--- config.mk ---
export PLATFORM = sky130hd
export DESIGN_NAME = reset_release_and_boot_start
export DESIGN_NICKNAME = d
export VERILOG_FILES = /design/src/include/boot_pkg.sv /design/src/verilog/reset_phase_sampler.sv /design/src/verilog/reset_release_and_boot_start.sv
export SDC_FILE = /design/constraint.sdc
export NUM_CORES = 1
export LEC_CHECK = 0
export ABC_AREA = 1
export BUFFER_PORTS_ARGS = -buffer_cell sky130_fd_sc_hd__buf_2
export CORE_AREA = 4 4 83 85
export CTS_BUF_LIST = sky130_fd_sc_hd__clkbuf_8
export DETAILED_ROUTE_END_ITERATION = 6
export DIE_AREA = 0 0 87 89
export PLACE_DENSITY_LB_ADDON = 0.08
export SETUP_SLACK_MARGIN = 0.02
export SYNTH_ARGS = -nofsm -noshare
export SYNTH_HDL_FRONTEND = slang
export SYNTH_SLANG_ARGS = --single-unit
--- constraint.sdc ---
create_clock -name clock -period 2.3 [get_ports clock]
set_input_delay 0.23 -clock clock [delete_from_list [all_inputs] [get_ports clock]]
set_output_delay 0.23 -clock clock [all_outputs]
set_load 0.01 [all_outputs]
--- src/include/boot_pkg.sv ---
// shared constants and carrier types for the reset release and boot start block
package boot_pkg;

  // ----------------------------------------------------------------
  // widths and timing
  // ----------------------------------------------------------------
  localparam int unsigned STRAP_W        = 4;
  localparam int unsigned CLOCK_MHZ      = 100;
  localparam int unsigned PLL_LOCK_CYC   = 10000;
  localparam int unsigned CACHE_INIT_CYC = 1028;
  localparam int unsigned CNT_W          = 16;
  localparam int unsigned PHASE_CYC      = 2;
  localparam logic [STRAP_W-1:0] STRAP_RESET = 4'h0;

  typedef enum logic [1:0] {
    ST_IDLE,
    ST_CAPTURE,
    ST_RUN
  } boot_state_e;

  // ----------------------------------------------------------------
  // carriers
  // ----------------------------------------------------------------
  typedef struct packed {
    logic [STRAP_W-1:0] out;
    logic [STRAP_W-1:0] oe;
  } strap_drive_s;

  typedef struct packed {
    logic               boot_fetch_start;
    logic               boot_fetch_active;
    logic [STRAP_W-1:0] boot_port_sel;
    logic               cache_init_busy;
    logic               cache_init_done;
  } boot_status_s;

endpackage : boot_pkg

--- src/verilog/reset_phase_sampler.sv ---
// samples the reset level on the input clock and reports release and a half-rate phase strobe
module reset_phase_sampler (
  input  wire logic clock,
  input  wire logic rst,
  output logic      released,
  output logic      phase
);

  typedef struct packed {
    logic hold;
    logic rel;
    logic ph;
  } samp_s;

  samp_s state_reg;
  samp_s state_next;

  always_comb begin
    state_next = state_reg;
    state_next.ph   = ~state_reg.ph;
    state_next.hold = 1'b1;
    state_next.rel  = state_reg.hold;
  end

  // asserted asynchronously; release seen on the first edge with reset low
  always_ff @(posedge clock or posedge rst) begin
    if (rst) begin
      state_reg <= '0;
    end else begin
      state_reg <= state_next;
    end
  end

  assign released = state_reg.hold;
  assign phase    = state_reg.ph;

endmodule : reset_phase_sampler

--- src/verilog/reset_release_and_boot_start.sv ---
// reset release sequencing: strap capture, boot fetch start and cache init
// Overview of operation
// - On reset release the device starts fetching boot code from the configured port.
// - On reset release the device runs a cache initialisation lasting 1028 input clocks.
// - During reset the four configuration strap pins are left undriven.
// - The strap levels at reset removal are latched as the start-up configuration.
// - Straps are captured on the second rising edge with reset sampled low.
// - Reset is sampled with the input clock; the sampler's phase strobe toggles at half the input rate and is unused.
module reset_release_and_boot_start #(
  parameter int unsigned CACHE_CYCLES = boot_pkg::CACHE_INIT_CYC
) (
  input  wire logic                         clock,
  input  wire logic                         rst,
  input  wire logic [boot_pkg::STRAP_W-1:0] config_strap_pins_in,
  output logic [boot_pkg::STRAP_W-1:0]      config_strap_pins_out,
  output logic [boot_pkg::STRAP_W-1:0]      config_strap_pins_oe,
  output logic [boot_pkg::STRAP_W-1:0]      config_value,
  output logic                              boot_fetch_start,
  output logic                              boot_fetch_active,
  output logic                              cache_init_busy,
  output logic                              cache_init_done
);

  // ----------------------------------------------------------------
  // state
  // ----------------------------------------------------------------
  typedef struct packed {
    boot_pkg::boot_state_e       st;
    logic [boot_pkg::STRAP_W-1:0] cfg;
    logic [boot_pkg::CNT_W-1:0]   cnt;
    boot_pkg::boot_status_s       stat;
    boot_pkg::strap_drive_s       drv;
  } top_s;

  top_s state_reg;
  top_s state_next;
  logic released;

  // ----------------------------------------------------------------
  // reset sampling
  // ----------------------------------------------------------------
  // reset sampling
  // the phase strobe is not used by the sampler or by this block, so it is left open here
  reset_phase_sampler u_sampler (
    .clock    (clock),
    .rst      (rst),
    .released (released),
    .phase    ()
  );

  // ----------------------------------------------------------------
  // constants
  // ----------------------------------------------------------------
  // the count starts at zero, so the last value is one below the length
  localparam logic [boot_pkg::CNT_W-1:0] CACHE_LAST =
    boot_pkg::CNT_W'(CACHE_CYCLES - 1);
  localparam logic [boot_pkg::CNT_W-1:0] CNT_FIRST = '0;
  localparam logic [boot_pkg::CNT_W-1:0] CNT_STEP  = boot_pkg::CNT_W'(1);

  localparam boot_pkg::boot_status_s STATUS_CLEAR = '{
    boot_fetch_start  : 1'b0,
    boot_fetch_active : 1'b0,
    boot_port_sel     : boot_pkg::STRAP_RESET,
    cache_init_busy   : 1'b0,
    cache_init_done   : 1'b0
  };

  // strap pins are never driven from this side
  localparam boot_pkg::strap_drive_s DRIVE_OFF = '{
    out : '0,
    oe  : '0
  };

  localparam top_s RESET_STATE = '{
    st   : boot_pkg::ST_IDLE,
    cfg  : boot_pkg::STRAP_RESET,
    cnt  : CNT_FIRST,
    stat : STATUS_CLEAR,
    drv  : DRIVE_OFF
  };

  // ----------------------------------------------------------------
  // helpers
  // ----------------------------------------------------------------
  function automatic logic count_at_last(
    input logic [boot_pkg::CNT_W-1:0] cnt
  );
    return cnt == CACHE_LAST;
  endfunction : count_at_last

  function automatic logic [boot_pkg::CNT_W-1:0] count_step(
    input logic [boot_pkg::CNT_W-1:0] cnt
  );
    return cnt + CNT_STEP;
  endfunction : count_step

  // fetch from the strap selected port
  function automatic boot_pkg::boot_status_s status_at_release(
    input logic [boot_pkg::STRAP_W-1:0] straps
  );
    boot_pkg::boot_status_s s;
    s                   = STATUS_CLEAR;
    s.boot_fetch_start  = 1'b1;
    s.boot_fetch_active = 1'b1;
    s.boot_port_sel     = straps;
    s.cache_init_busy   = 1'b1;
    return s;
  endfunction : status_at_release

  // fixed length count
  // one step of the cache initialisation; done stays set until reset
  function automatic top_s cache_step(
    input top_s cur
  );
    top_s nxt;
    nxt = cur;
    if (cur.stat.cache_init_busy) begin
      if (count_at_last(cur.cnt)) begin
        nxt.stat.cache_init_busy = 1'b0;
        nxt.stat.cache_init_done = 1'b1;
      end else begin
        nxt.cnt = count_step(cur.cnt);
      end
    end
    return nxt;
  endfunction : cache_step

  // ----------------------------------------------------------------
  // sequencing
  // ----------------------------------------------------------------
  always_comb begin
    state_next     = state_reg;
    state_next.drv = DRIVE_OFF;
    // the start strobe stands for one cycle only
    state_next.stat.boot_fetch_start = 1'b0;
    case (state_reg.st)
      boot_pkg::ST_IDLE: begin
        // second edge with reset low
        // the sampler reports release one edge late, so this is the second edge with reset low
        if (released) begin
          state_next.cfg = config_strap_pins_in;
          state_next.stat = status_at_release(config_strap_pins_in);
          state_next.cnt  = CNT_FIRST;
          state_next.st   = boot_pkg::ST_RUN;
        end
      end
      boot_pkg::ST_RUN: begin
        state_next     = cache_step(state_reg);
        state_next.drv = DRIVE_OFF;
        state_next.stat.boot_fetch_start = 1'b0;
      end
      default: begin
        // an upset state keeps the captured value rather than refetching
        state_next.st = boot_pkg::ST_RUN;
      end
    endcase
  end

  always_ff @(posedge clock or posedge rst) begin
    if (rst) begin
      state_reg <= RESET_STATE;
    end else begin
      state_reg <= state_next;
    end
  end

  // ----------------------------------------------------------------
  // strap pins
  // ----------------------------------------------------------------
  // straps are inputs only in this block; the drive stays off after release too
  assign config_strap_pins_out = state_reg.drv.out;
  assign config_strap_pins_oe  = state_reg.drv.oe;

  // ----------------------------------------------------------------
  // configuration
  // ----------------------------------------------------------------
  assign config_value          = state_reg.cfg;

  // ----------------------------------------------------------------
  // boot fetch
  // ----------------------------------------------------------------
  assign boot_fetch_start      = state_reg.stat.boot_fetch_start;
  assign boot_fetch_active     = state_reg.stat.boot_fetch_active;

  // ----------------------------------------------------------------
  // cache initialisation
  // ----------------------------------------------------------------
  assign cache_init_busy       = state_reg.stat.cache_init_busy;
  assign cache_init_done       = state_reg.stat.cache_init_done;

endmodule : reset_release_and_boot_start

==> results.md, run 1 <==
- TritonCTS created 3 clock buffers.
- The width of the die is just under 90 µm.
- The placed cell area is 1600 µm².
- The number of nets in the layout is between 200 and 250.
- After clock tree synthesis, the flow added hold-fix buffers numbering 0.
- The commonest cells after synthesis are sky130_fd_sc_hd__nand2_1 (64), sky130_fd_sc_hd__dfrtp_1 (26), sky130_fd_sc_hd__nand3_1 (22).
- The portion of total power attributed to sequential cells is 0.470.
- Subtracting the final worst setup slack from the clock period gives about 1600 ps.
- The final-report hold violation count is 3.
- The net load switching power is ~0.00038 W.
- The effective utilization at floorplan is 0.245.
- The number of antenna violations at the first check in global routing was 0.
- The clock edge transition at the registers on the reported setup and hold paths is around 100 ps.
- The routed layout has 1,247 vias.
- The largest stage delay on the critical path is ~480 ps.
- Relative to the synthesized area, the layout overhead comes to 9.88%.
- Across the run, the number of max-cap violations was 0.
- For met2 alone, demand over resource in global routing was 0.180.
- The critical path contains buffers and inverters numbering 0 combined.
- The maximum ir drop on the vdd rail is between 200 and 300 µV.
- The later pin in the worst-skew pair is clocked with a latency of approximately 270 ps.
- Setup repair after global routing left no endpoint under its margin.
- TritonCTS built the clock tree.
- Setup violations remaining at the end of the flow were counted as 0.
- The internal cell power is roughly 0.00086 W.
- In the final routed layout, each cell accounts on average for 12.0 µm.
- STA puts the critical path data required time at roughly 2400 ps.
- The detail route stage leaves a number of antenna-violating nets equal to 0.
- Summed over all failing endpoints, the final setup total negative slack is 0 ps.
- The startpoint type of the worst setup path is a flip-flop.
- The number of enable-type register cells in the synthesized netlist is 0.
- The number of standard cells after synthesis is 206.
- In this run, synthesis produced a sequential element count of 26.
- In the global route stage, met1 resource usage came out at 0.123.
- Yosys mapped the design onto 21 distinct sky130hd cell types.
- The share of Yosys cell area claimed by the top area cell type is 0.428.
- The power density relative to cell area is ~740 nW/µm².
- The library cell used as clock root buffer is sky130_fd_sc_hd__clkbuf_8.
- In this run the register-to-register setup slack is 740 ps.
- In this run the core area contains 29 standard-cell rows.
- The endpoint identified for the worst register-to-register timing path is cache_init_busy$_DFFE_PP0P_.
- The number of design rule violations left after detail routing is 0.
- The most area-hungry cell type in the Yosys netlist is sky130_fd_sc_hd__dfrtp_1.
- For the worst flop-to-flop path, the logic depth is 6.
- The fraction of registers with async set/reset is 1.00.
- In this run, the number of DRC markers left after iteration 0 of detailed routing was 50.
- The analysis attributes to cell leakage a power of around 0.80 nW.
- The number of I/O pins is 22.
- The post-layout instance area is 1670 µm².
- Routability-driven placement finished with a final weighted congestion of ~0.77.
- Of all nets on the critical path, the largest fanout is 22.
- The number of port buffers is 13.
- The cell family contributing the most delay on the critical path is simple AND/OR/NAND/NOR gates.
- For this run, the register share of the synthesized area comes to 0.428.
- The number of diodes added for antenna fixing is 0.
- The total core area is between 6000 and 7000 µm².
- In the final layout, the share of cells above drive strength 1 is 0.143.
- The critical path is of the reg -> reg type.
- Timing would allow up to between 600 and 700 MHz.
- Dividing the synthesized area by the synthesized cell count gives between 7 and 8 µm².
- The deepest clock path buffer count is 2.
- In this run the number of H-tree levels came out at 1.
- Entering global routing, the biggest net connects 27 pins.
- The checks that failed: hold timing.
- The via count of the first global-routing pass is ~1.3k.
- The number of gates resized after CTS was 0.
- For this run, the total global-route usage over all layers was measured as 0.102.
- In the final layout, the multi-input gates occupy 688 µm².
- The final layout contains routed wiring with a total length of 3520 µm.
- The run finished, with violations left.
- The die area is approximately 7700 µm².
- The slowest stage of the critical path belongs to the cell sky130_fd_sc_hd__dfrtp_1.
- At the end of the flow the core is filled with cells to 0.269.
- The global-route wire length before repair is slightly above 6000 µm.
- The capturing element type of the critical path is a flip-flop.
- Of the total power, the share spent switching nets is 0.304.
- The die is 89 µm tall.
- The average vias per placed instance is around 4.2.
- The number of pins exceeding their max-slew limit in the final report is 0.
- The sequential cell area in the final layout is ~650 µm².
- Once detailed placement completed, the half-perimeter wirelength came to about 2600 µm.
- The mapped netlist covers between 1500 and 2000 µm².
- In this run the post-CTS setup repair buffer count came out at 0.
- The logic gate share of total power is 0.215.
- The most frequently used cell type in the post-synthesis netlist is sky130_fd_sc_hd__nand2_1.
- The total global routing overflow is 0.
- The maximum clock skew at final layout is roughly 7.6 ps.
- The number of sinks driven by the clock tree is 26.
- The tightest min-delay check is of the in -> async type.
- The register with the most flip-flops in the layout has 17 of them.
- The total number of yosys warnings is 0.
- Across all hold checks on the routed design, the worst slack comes to -1.58 ps.
- The most common flop cell mapped by yosys is sky130_fd_sc_hd__dfrtp_1.
- For the worst setup path, the data arrival time is approximately 1700 ps.
- In this run the critical register-to-register path is launched from state_reg[24]$_DFFE_PP0P_.
- The filler cells instantiated in the layout total roughly 700.
- In the post-synthesis netlist, the biggest area contributors are sky130_fd_sc_hd__dfrtp_1 (43%), sky130_fd_sc_hd__nand2_1 (16%), sky130_fd_sc_hd__nand3_1 (7.2%), sky130_fd_sc_hd__buf_4 (6.4%), sky130_fd_sc_hd__nor2_1 (5.2%).
- met2 is the most crowded layer.
- The clock network power share is 0.315.
- Walking the worst path, the cells encountered are nor2_1 -> nand3_1 -> nor2_1 -> nand3_1 -> nand2_2 -> o21ai_0.
- In the global route stage, met3 resource usage came out at 0.0175.
- The pre-antenna-repair detailed-routing pass consisted of 4 iterations.
- Of the available clock period, the critical path in the final layout requires 0.678.
[how the worst max path moves through the flow]
stage	from	endpoint	slack [ps]	cells past startpoint
6_report	state_reg[24]$_DFFE_PP0P_	cache_init_busy$_DFFE_PP0P_	740	6
5_1_grt	state_reg[16]$_DFFE_PP0P_	state_reg[30]$_DFFE_PP0P_	540	7
4_1_cts	state_reg[16]$_DFFE_PP0P_	cache_init_busy$_DFFE_PP0P_	690	6
3_5_place_dp	state_reg[16]$_DFFE_PP0P_	cache_init_busy$_DFFE_PP0P_	710	6
3_3_place_gp	state_reg[16]$_DFFE_PP0P_	cache_init_busy$_DFFE_PP0P_	680	6
2_1_floorplan	state_reg[16]$_DFFE_PP0P_	state_reg[20]$_DFFE_PP0P_	990	6
[metrics by stage]
| step | setup slack (ps) | total power, W | cells |
|---|---|---|---|
| 2_1_floorplan | 990 | 0.000816 | 213 |
| 3_3_place_gp | 684 | 0.000883 | 290 |
| 3_5_place_dp | 708 | 0.000866 | 290 |
| 4_1_cts | 691 | 0.00127 | 294 |
| 5_1_grt | 539 | 0.00133 | 294 |
| 6_report | 740 | 0.00124 | 294 |
[tightest hold or removal path, stage by stage]
cell and delay, ps:
sky130_fd_sc_hd__buf_2 90, sky130_fd_sc_hd__inv_1 40, sky130_fd_sc_hd__buf_4 330
[layout by cell type, fill, tap and decap left out, types with 4 or more instances in the layout]
master                    count
sky130_fd_sc_hd__nand2_1     64
sky130_fd_sc_hd__dfrtp_1     26
sky130_fd_sc_hd__nand3_1     22
sky130_fd_sc_hd__nor2_1      21
sky130_fd_sc_hd__inv_1       20
sky130_fd_sc_hd__buf_2       13
sky130_fd_sc_hd__conb_1       9
sky130_fd_sc_hd__o21ai_0      8
sky130_fd_sc_hd__o21ai_1      6
sky130_fd_sc_hd__or2_2        4
[power by group through the flow]
stage / registers, W / clock network (W) / logic [W]
after global routing: 0.000596 / 0.000421 / 0.000310
after detailed placement: 0.000594 / 0 / 0.000273
after floorplan: 0.000579 / 0 / 0.000237
after global placement: 0.000595 / 0 / 0.000287
final: 0.000583 / 0.000390 / 0.000266
after CTS: 0.000584 / 0.000407 / 0.000276
[logic make-up (layout without fill, tap and decap cells)]
group	Yosys count	after routing	share of synthesized area
other	2	9	0.00494
adders and majority gates	1	1	0.00824
buffers and inverters	36	40	0.136
and+or+nand+nor	120	120	0.339
DFF	26	26	0.428
xor gates and xnor gates	4	4	0.0231
AOI/OAI and AO/OA	17	17	0.0601
[area by class of cell]
cell class,count,area share
clock inverters,1,0.0180
well taps,77,0.0577
clock buffers,3,0.0247
inverters,20,0.0450
flip-flops and latches,26,0.390
repair buffers,16,0.0525
multi-input cells,151,0.412
[metal layers]
metal,wire [µm],share of wire,vias to the layer above
li1,-,-,642
met1,1610,0.46,584
met2,1760,0.50,19
met3,119,0.034,2
met4,31,0.0088,0
met5,0,0,-
No activity file was read; power rests on OpenSTA's default activity.
==> run 2: changes to the inputs <==
clock period = 1.6 ns   (was 2.3 ns; I/O delays follow)
==> results.md, run 2 (synthesized netlist as in run 1, its figures left out) <==
- The count of nets left with antenna violations once routing finished came out at 0.
- The end point of the most critical hold path is config_value[1]$_DFFE_PP0P_.
- The number of sinks driven by the clock tree is 26.
- The half-perimeter wire length after detailed placement is roughly 2700 µm.
- Measured along the x axis, the die boundary spans 87 µm.
- The total overflow left after global routing is 0.
- The startpoint type of the worst setup path is a flip-flop.
- The register with the most flip-flops in the layout has 17 of them.
- The clock buffer count from CTS is 3.
- The number of design rule violations left after detail routing is 0.
- The H-tree depth reported by CTS is 1.
- The final-report hold violation count came to 0.
- The buffers plus inverters on the worst setup path is 1.
- The highest clock frequency the design can meet is about 710 MHz.
- The floorplan step set the die height to 89 µm.
- The reg-to-reg setup timing slack is between 150 and 200 ps.
- The congestion estimate from routability-driven global placement came to 0.814.
- Port buffering added 13 buffers.
- The critical path goes through ha_1 -> nand2_1 -> nor2_1 -> nand3_1 -> nand2_2 -> buf_4 -> nand2_1 -> o21ai_0.
- Once layout is complete, the utilization of the core stands at 0.277.
- For this configuration, the core starts out at a cell density of 0.245.
- The worst register-to-register path ends at state_reg[22]$_DFFE_PP0P_.
- The clock insertion delay at the later pin of the skew report is approximately 270 ps.
- The number of pins exceeding their max-slew limit in the final report is 0.
- The placement row count is 29.
- The reported max-cap violation count is 0.
- Setup repair after global routing left no endpoint under its margin.
- The number of I/O pins is 22.
- The global-route wire length before repair is about 6200 µm.
- The number of setup buffers added after CTS is 0.
- The type of the most critical hold path is in -> reg.
- The startpoint of the lowest-slack hold path is config_strap_pins_in[1].
- The share of final-layout standard cells stronger than drive strength 1 is 0.170.
- Setup violations remaining at the end of the flow were counted as 0.
- The worst endpoint required time is 1750 ps.
- The maximum clock skew at final layout is approximately 4.3 ps.
- The worst setup path is captured at a flip-flop.
- In the layout the commonest cells are sky130_fd_sc_hd__nand2_1 (64), sky130_fd_sc_hd__dfrtp_1 (25), sky130_fd_sc_hd__nand3_1 (22), sky130_fd_sc_hd__nor2_1 (21), sky130_fd_sc_hd__inv_1 (19).
- The clock period could shrink to around 1400 ps.
- The cell family contributing the most delay on the critical path is flip-flops.
- The total length of routed wires is ~3500 µm.
- The area overhead of the layout relative to synthesis is 13.1%.
- The power density relative to cell area is 1060 nW/µm².
- In this design, the critical path's most frequently occurring cell is sky130_fd_sc_hd__nand2_1.
- The number of nets in the layout is about 230.
- The library cell used as clock root buffer is sky130_fd_sc_hd__clkbuf_8.
- After detailed routing, the number of vias per cell comes to between 4 and 5.
- The maximum ir drop on the vdd rail is 428 µV.
- The floorplan step defined a die boundary enclosing approximately 7700 µm².
- In this design, the stage delay of the slowest critical-path cell is around 420 ps.
- In this run the static leakage power is slightly above 0.8 nW.
- The number of diodes added for antenna fixing is 0.
- The average wire per cell in the routed design is about 12 µm.
- The critical path class is reg -> reg.
- The region available for standard cell placement spans around 6200 µm².
- The worst register-to-register path begins at state_reg[16]$_DFFE_PP0P_.
- After filler insertion, the fill cell instance count of the layout stands at approximately 700.
- Entering global routing, the biggest net connects 27 pins.
- Of all nets on the critical path, the largest fanout is 10.
- The number of design-rule violations left by the first detailed-router iteration is 51.
- Across every metal layer, demand over resource in global routing totals 0.103.
- In the finished design, the share of the clock period the worst path needs comes to 0.884.
- The number of search-and-repair iterations in the first detailed-routing pass is 6.
- The flow ran to the end, and the final reports show no timing, DRC or antenna violations.
- The TritonCTS clock tree is built.
- The number of antenna violations at the first check in global routing was 0.
- Clock-pin slew was measured on the worst setup and hold paths at 100 ps.
- The overall via count from detail_route is approximately 1.2k.
- The highest-delay cell along the critical path is sky130_fd_sc_hd__dfrtp_1.
- The summed negative setup slack over all endpoints is 0 ps.
- The via count of the first global-routing pass is 1,226.
- STA puts the critical path data arrival time at between 1500 and 2000 ps.
- The number of cell instances on the worst register-to-register path is 8.
- In this run the deepest clock path goes through 2 buffers.
- The worst hold path passes through 3 cells.
- Leaving out fill and tap cells, the most frequent cell in the layout is sky130_fd_sc_hd__nand2_1.
[run 2: changes by cell type in the layout (fill, tap and decap cells not counted)]
| cell | previous run | this run |
|---|---|---|
| sky130_fd_sc_hd__dfrtp_1 | 26 | 25 |
| sky130_fd_sc_hd__buf_4 | 3 | 8 |
| sky130_fd_sc_hd__inv_1 | 20 | 19 |
| sky130_fd_sc_hd__dfrtp_2 | 0 | 1 |
| sky130_fd_sc_hd__inv_2 | 0 | 1 |
| sky130_fd_sc_hd__dlygate4sd3_1 | 0 | 1 |
[run 2: cell type report]
class / count / area [µm²] / area share
clock buffer: 3 / 41.3 / 0.0240
clock inverter: 1 / 30.0 / 0.0175
inverter: 20 / 75.1 / 0.0437
multi-input combinational: 151 / 688 / 0.401
sequential: 26 / 652 / 0.379
tap: 77 / 96.3 / 0.0561
timing repair buffer: 22 / 135 / 0.0787
[run 2: how the worst max path moves through the flow]
| stage | endpoint | from | cells after the start |
|---|---|---|---|
| after floorplan | state_reg[20]$_DFFE_PP0P_ | state_reg[16]$_DFFE_PP0P_ | 6 |
| final | state_reg[22]$_DFFE_PP0P_ | state_reg[16]$_DFFE_PP0P_ | 8 |
| after CTS | state_reg[20]$_DFFE_PP0P_ | state_reg[16]$_DFFE_PP0P_ | 6 |
| after global placement | state_reg[22]$_DFFE_PP0P_ | state_reg[24]$_DFFE_PP0P_ | 8 |
| after detailed placement | state_reg[20]$_DFFE_PP0P_ | state_reg[16]$_DFFE_PP0P_ | 6 |
| after global routing | state_reg[17]$_DFFE_PP0P_ | state_reg[20]$_DFFE_PP0P_ | 8 |
[run 2: tightest hold or removal path, stage by stage]
cell and delay, ps:
sky130_fd_sc_hd__buf_2 70, sky130_fd_sc_hd__nand2_1 40, sky130_fd_sc_hd__nand2_1 50
[run 2: per-layer routing]
| metal | share of wire | vias up | wire length (µm) | track usage |
|---|---|---|---|---|
| met5 | 0 | - | 0 | 0 |
| met4 | 0.0088 | 0 | 31 | 0.0297 |
| met3 | 0.021 | 2 | 75 | 0.0175 |
| met2 | 0.48 | 7 | 1710 | 0.182 |
| met1 | 0.49 | 536 | 1720 | 0.129 |
| li1 | - | 658 | - | - |
[run 2: what timing repair did]
action | CTS | global route
resized for setup | 0 | 2
endpoints found under the setup margin | 0 | 2
hold endpoints to repair | 26 | 0
hold buffers | 1 | 0
[run 2: per-stage QoR]
step	total power [W]	hold slack [ps]	setup slack (ps)	instances	area [µm²]
after floorplan	0.00117	200	290	213	1550
after global placement	0.00130	244	154	295	1640
after detailed placement	0.00128	247	177	295	1640
after CTS	0.00185	71.0	159	300	1720
after global routing	0.00196	69.2	26.8	300	1720
final	0.00182	76.9	185	300	1720
[run 2: power breakdown]
group | internal (W) | leakage [nW] | switching, W | total (W)
sequential | 0.000746 | 0.330 | 0.0000939 | 0.000840
clock | 0.000335 | 0.0357 | 0.000227 | 0.000562
combinational | 0.000181 | 0.462 | 0.000237 | 0.000418
==> run 3: changes to the inputs <==
CORE_AREA = 4 4 69 103   (was 4 4 83 85)
DIE_AREA = 0 0 73 107   (was 0 0 87 89)
PLACE_DENSITY_LB_ADDON = not set   (was 0.08)
==> results.md, run 3 (synthesized netlist as in run 1, its figures left out) <==
- The flow ran to the end, and the final reports show no timing, DRC or antenna violations.
- For met1 alone, demand over resource in global routing was 0.0932.
- The overall via count from detail_route is roughly 1.3k.
- The worst register-to-register path has a depth of 8.
- The area overhead of the layout relative to synthesis is 9.14%.
- The critical path goes through ha_2 -> nand2_1 -> nor2_1 -> nand2_1 -> nand2_2 -> inv_1 -> nand2_1 -> o21ai_2.
- The placement row count is 35.
- The number of antenna violations at the first check in global routing is 0.
- Entering global routing, the biggest net connects 27 pins.
- The setup path with the least slack is of type reg -> reg.
- The shortest clock period the worst path allows after layout is 1440 ps.
- Across every metal layer, demand over resource in global routing totals 0.0838.
- The worst register-to-register path has a setup slack of between 150 and 200 ps.
- The number of cells on the worst hold path is 3.
- The number of pins exceeding their max-slew limit in the final report is 0.
- The repair_antennas step left the layout with diodes totalling 0.
- The busiest layer in global routing is met2.
- During I/O placement, the number of pins put on the boundary was 22.
- The startpoint of the lowest-slack hold path is config_strap_pins_in[3].
- Across the run, the number of max-cap violations was 0.
- The number of design rule violations left after detail routing is 0.
- The register with the most flip-flops in the layout has 17 of them.
- The TritonCTS clock tree is built.
- The clock insertion delay at the later pin of the skew report is ~260 ps.
- Setup repair after global routing left no endpoint under its margin.
- The largest single stage delay on the critical path is between 300 and 400 ps.
- Summed over all cells, the static leakage comes to just under 0.8 nW.
- In the final routed layout, each cell accounts on average for approximately 11 µm.
- The number of sinks driven by the clock tree is 26.
- The remaining number of nets flagged by the antenna check after routing is 0.
- The routed design has between 3000 and 4000 µm of wire.
- The min-delay analysis places its worst path in the category in -> reg.
- After the last flow step, the layout net total stands at between 200 and 250.
- The deepest clock path buffer count is 2.
- The die is between 70 and 80 µm wide.
- Input and output buffers added on the ports amount to 13.
- VDD sags by at most approximately 620 µV.
- The worst hold margin is 90.3 ps.
- For this run, the top clock speed supported by timing is a little under 700 MHz.
- The capturing element type of the critical path is a flip-flop.
- The via count of the first global-routing pass is 1,228.
- The end point of the most critical hold path is config_value[3]$_DFFE_PP0P_.
- The first global-routing pass estimated roughly 5300 µm of wire.
- In this run the clock root is driven by a sky130_fd_sc_hd__clkbuf_8.
- The number of design-rule violations left by the first detailed-router iteration is 12.
- The reg-to-reg endpoint is state_reg[27]$_DFFE_PP0P_.
- The clock buffer count from CTS is 3.
- The average vias per placed instance is around 4.3.
- The data arrival time at the worst-slack endpoint is between 1500 and 2000 ps.
- For this configuration, the core starts out at a cell density of 0.246.
- Summed over all failing endpoints, the final setup total negative slack is 0 ps.
- The total core area is a little over 6000 µm².
- Of the cells placed in the final design, the portion with a size suffix greater than 1 is 0.157.
- The clock edge transition at the registers on the reported setup and hold paths is approximately 90 ps.
- The count of non-filler cells in the finished layout is slightly below 300.
- The startpoint type of the worst setup path is a flip-flop.
- The largest individual stage delay along the critical path comes from the cell sky130_fd_sc_hd__dfrtp_1.
- The HPWL after detailed placement is around 2300 µm.
- The H-tree depth reported by CTS is 1.
- Of the available clock period, the critical path in the final layout requires 0.898.
- Counting stages on the worst path, the most repeated cell is sky130_fd_sc_hd__nand2_1.
- Along the worst path, the maximum fanout reaches 7.
- Dividing total power by cell area gives a power density of ~950 nW/µm².
- The final-report hold violation count is 0.
- The maximum clock skew at final layout is between 9 and 10 ps.
- For met2 alone, demand over resource in global routing was 0.153.
- In this run the critical register-to-register path is launched from state_reg[16]$_DFFE_PP0P_.
- For this run, the detailed router's first-pass iteration total came to 4.
- The total global routing overflow is 0.
- Measured along the y axis, the die boundary spans 107 µm.
- After detailed placement, the design holds a cell count of approximately 290.
- Leaving out fill and tap cells, the most frequent cells in the layout are sky130_fd_sc_hd__nand2_1 (64), sky130_fd_sc_hd__dfrtp_1 (24), sky130_fd_sc_hd__nand3_1 (22), sky130_fd_sc_hd__inv_1 (20), sky130_fd_sc_hd__nor2_1 (20).
- For met3 alone, demand over resource in global routing was 0.0103.
- The worst endpoint required time is between 1500 and 2000 ps.
- Routability-driven placement finished with a final weighted congestion of 0.859.
- The final setup violation count is 0.
- The number of fill cells is between 600 and 700.
- The most common cell after layout, fill and taps aside is sky130_fd_sc_hd__nand2_1.
- The die area is between 7000 and 8000 µm².
==> run 3: power by group <==
| group | switching (W) | leakage, nW | internal (W) | total, W |
|---|---|---|---|---|
| Combinational | 0.000217 | 0.439 | 0.000166 | 0.000383 |
| Sequential | 0.0000960 | 0.330 | 0.000746 | 0.000842 |
| Clock | 0.000186 | 0.0216 | 0.000168 | 0.000354 |
| Total | 0.000500 | 0.790 | 0.00108 | 0.00158 |
==> run 3: worst max-delay path, delay by kind of cell, from the launching register on <==
family,cells,cell delay [ps]
adder cells (fa/ha/maj),1,210
buffers and inverters,1,130
AO/OA/AOI/OAI,1,50
flip-flops,1,390
AND/OR/NAND/NOR,5,560
==> run 3: how the worst max path moves through the flow <==
stage               depth (start not counted)  slack [ps]                           to                       from
finish                                      8         160    state_reg[27]$_DFFE_PP0P_  state_reg[16]$_DFFE_PP0P_
detailed placement                          6          60  cache_init_busy$_DFFE_PP0P_  state_reg[16]$_DFFE_PP0P_
global placement                            5          90    state_reg[22]$_DFFE_PP0P_  state_reg[37]$_DFFE_PP0P_
floorplan                                   6         290    state_reg[20]$_DFFE_PP0P_  state_reg[16]$_DFFE_PP0P_
global route                                8          30    state_reg[25]$_DFFE_PP0P_  state_reg[16]$_DFFE_PP0P_
CTS                                         6          40  cache_init_busy$_DFFE_PP0P_  state_reg[16]$_DFFE_PP0P_
==> run 3: what timing repair did <==
| action | CTS | global route |
|---|---|---|
| hold endpoints to repair | 26 | 0 |
| buffers inserted | 0 | 0 |
| setup endpoints to repair | 0 | 17 |
| gates resized for setup | 0 | 5 |
| hold buffers | 1 | 0 |
==> run 3: routing by layer <==
layer | up-vias | share of wire
met3 | 6 | 0.039
met2 | 25 | 0.52
met5 | - | 0
met1 | 578 | 0.42
met4 | 0 | 0.025
li1 | 645 | -
==> run 3: per-stage QoR <==
stage / worst slack, ps / total power [W] / utilization / area (µm²)
floorplan: 290 / 0.00117 / - / 1550
global placement: 91.2 / 0.00122 / 0.258 / 1590
detailed placement: 61.2 / 0.00123 / 0.258 / 1590
CTS: 41.9 / 0.00160 / 0.266 / 1650
global route: 27.2 / 0.00171 / 0.268 / 1660
finish: 164 / 0.00158 / 0.268 / 1660
==> run 3: cell type report <==
class | count | area, µm² | share of cell area
clock buffer | 3 | 41.3 | 0.0249
timing repair buffer | 17 | 97.6 | 0.0589
inverter | 20 | 75.1 | 0.0453
tap | 74 | 92.6 | 0.0558
sequential | 26 | 653 | 0.394
multi-input combinational | 151 | 698 | 0.421
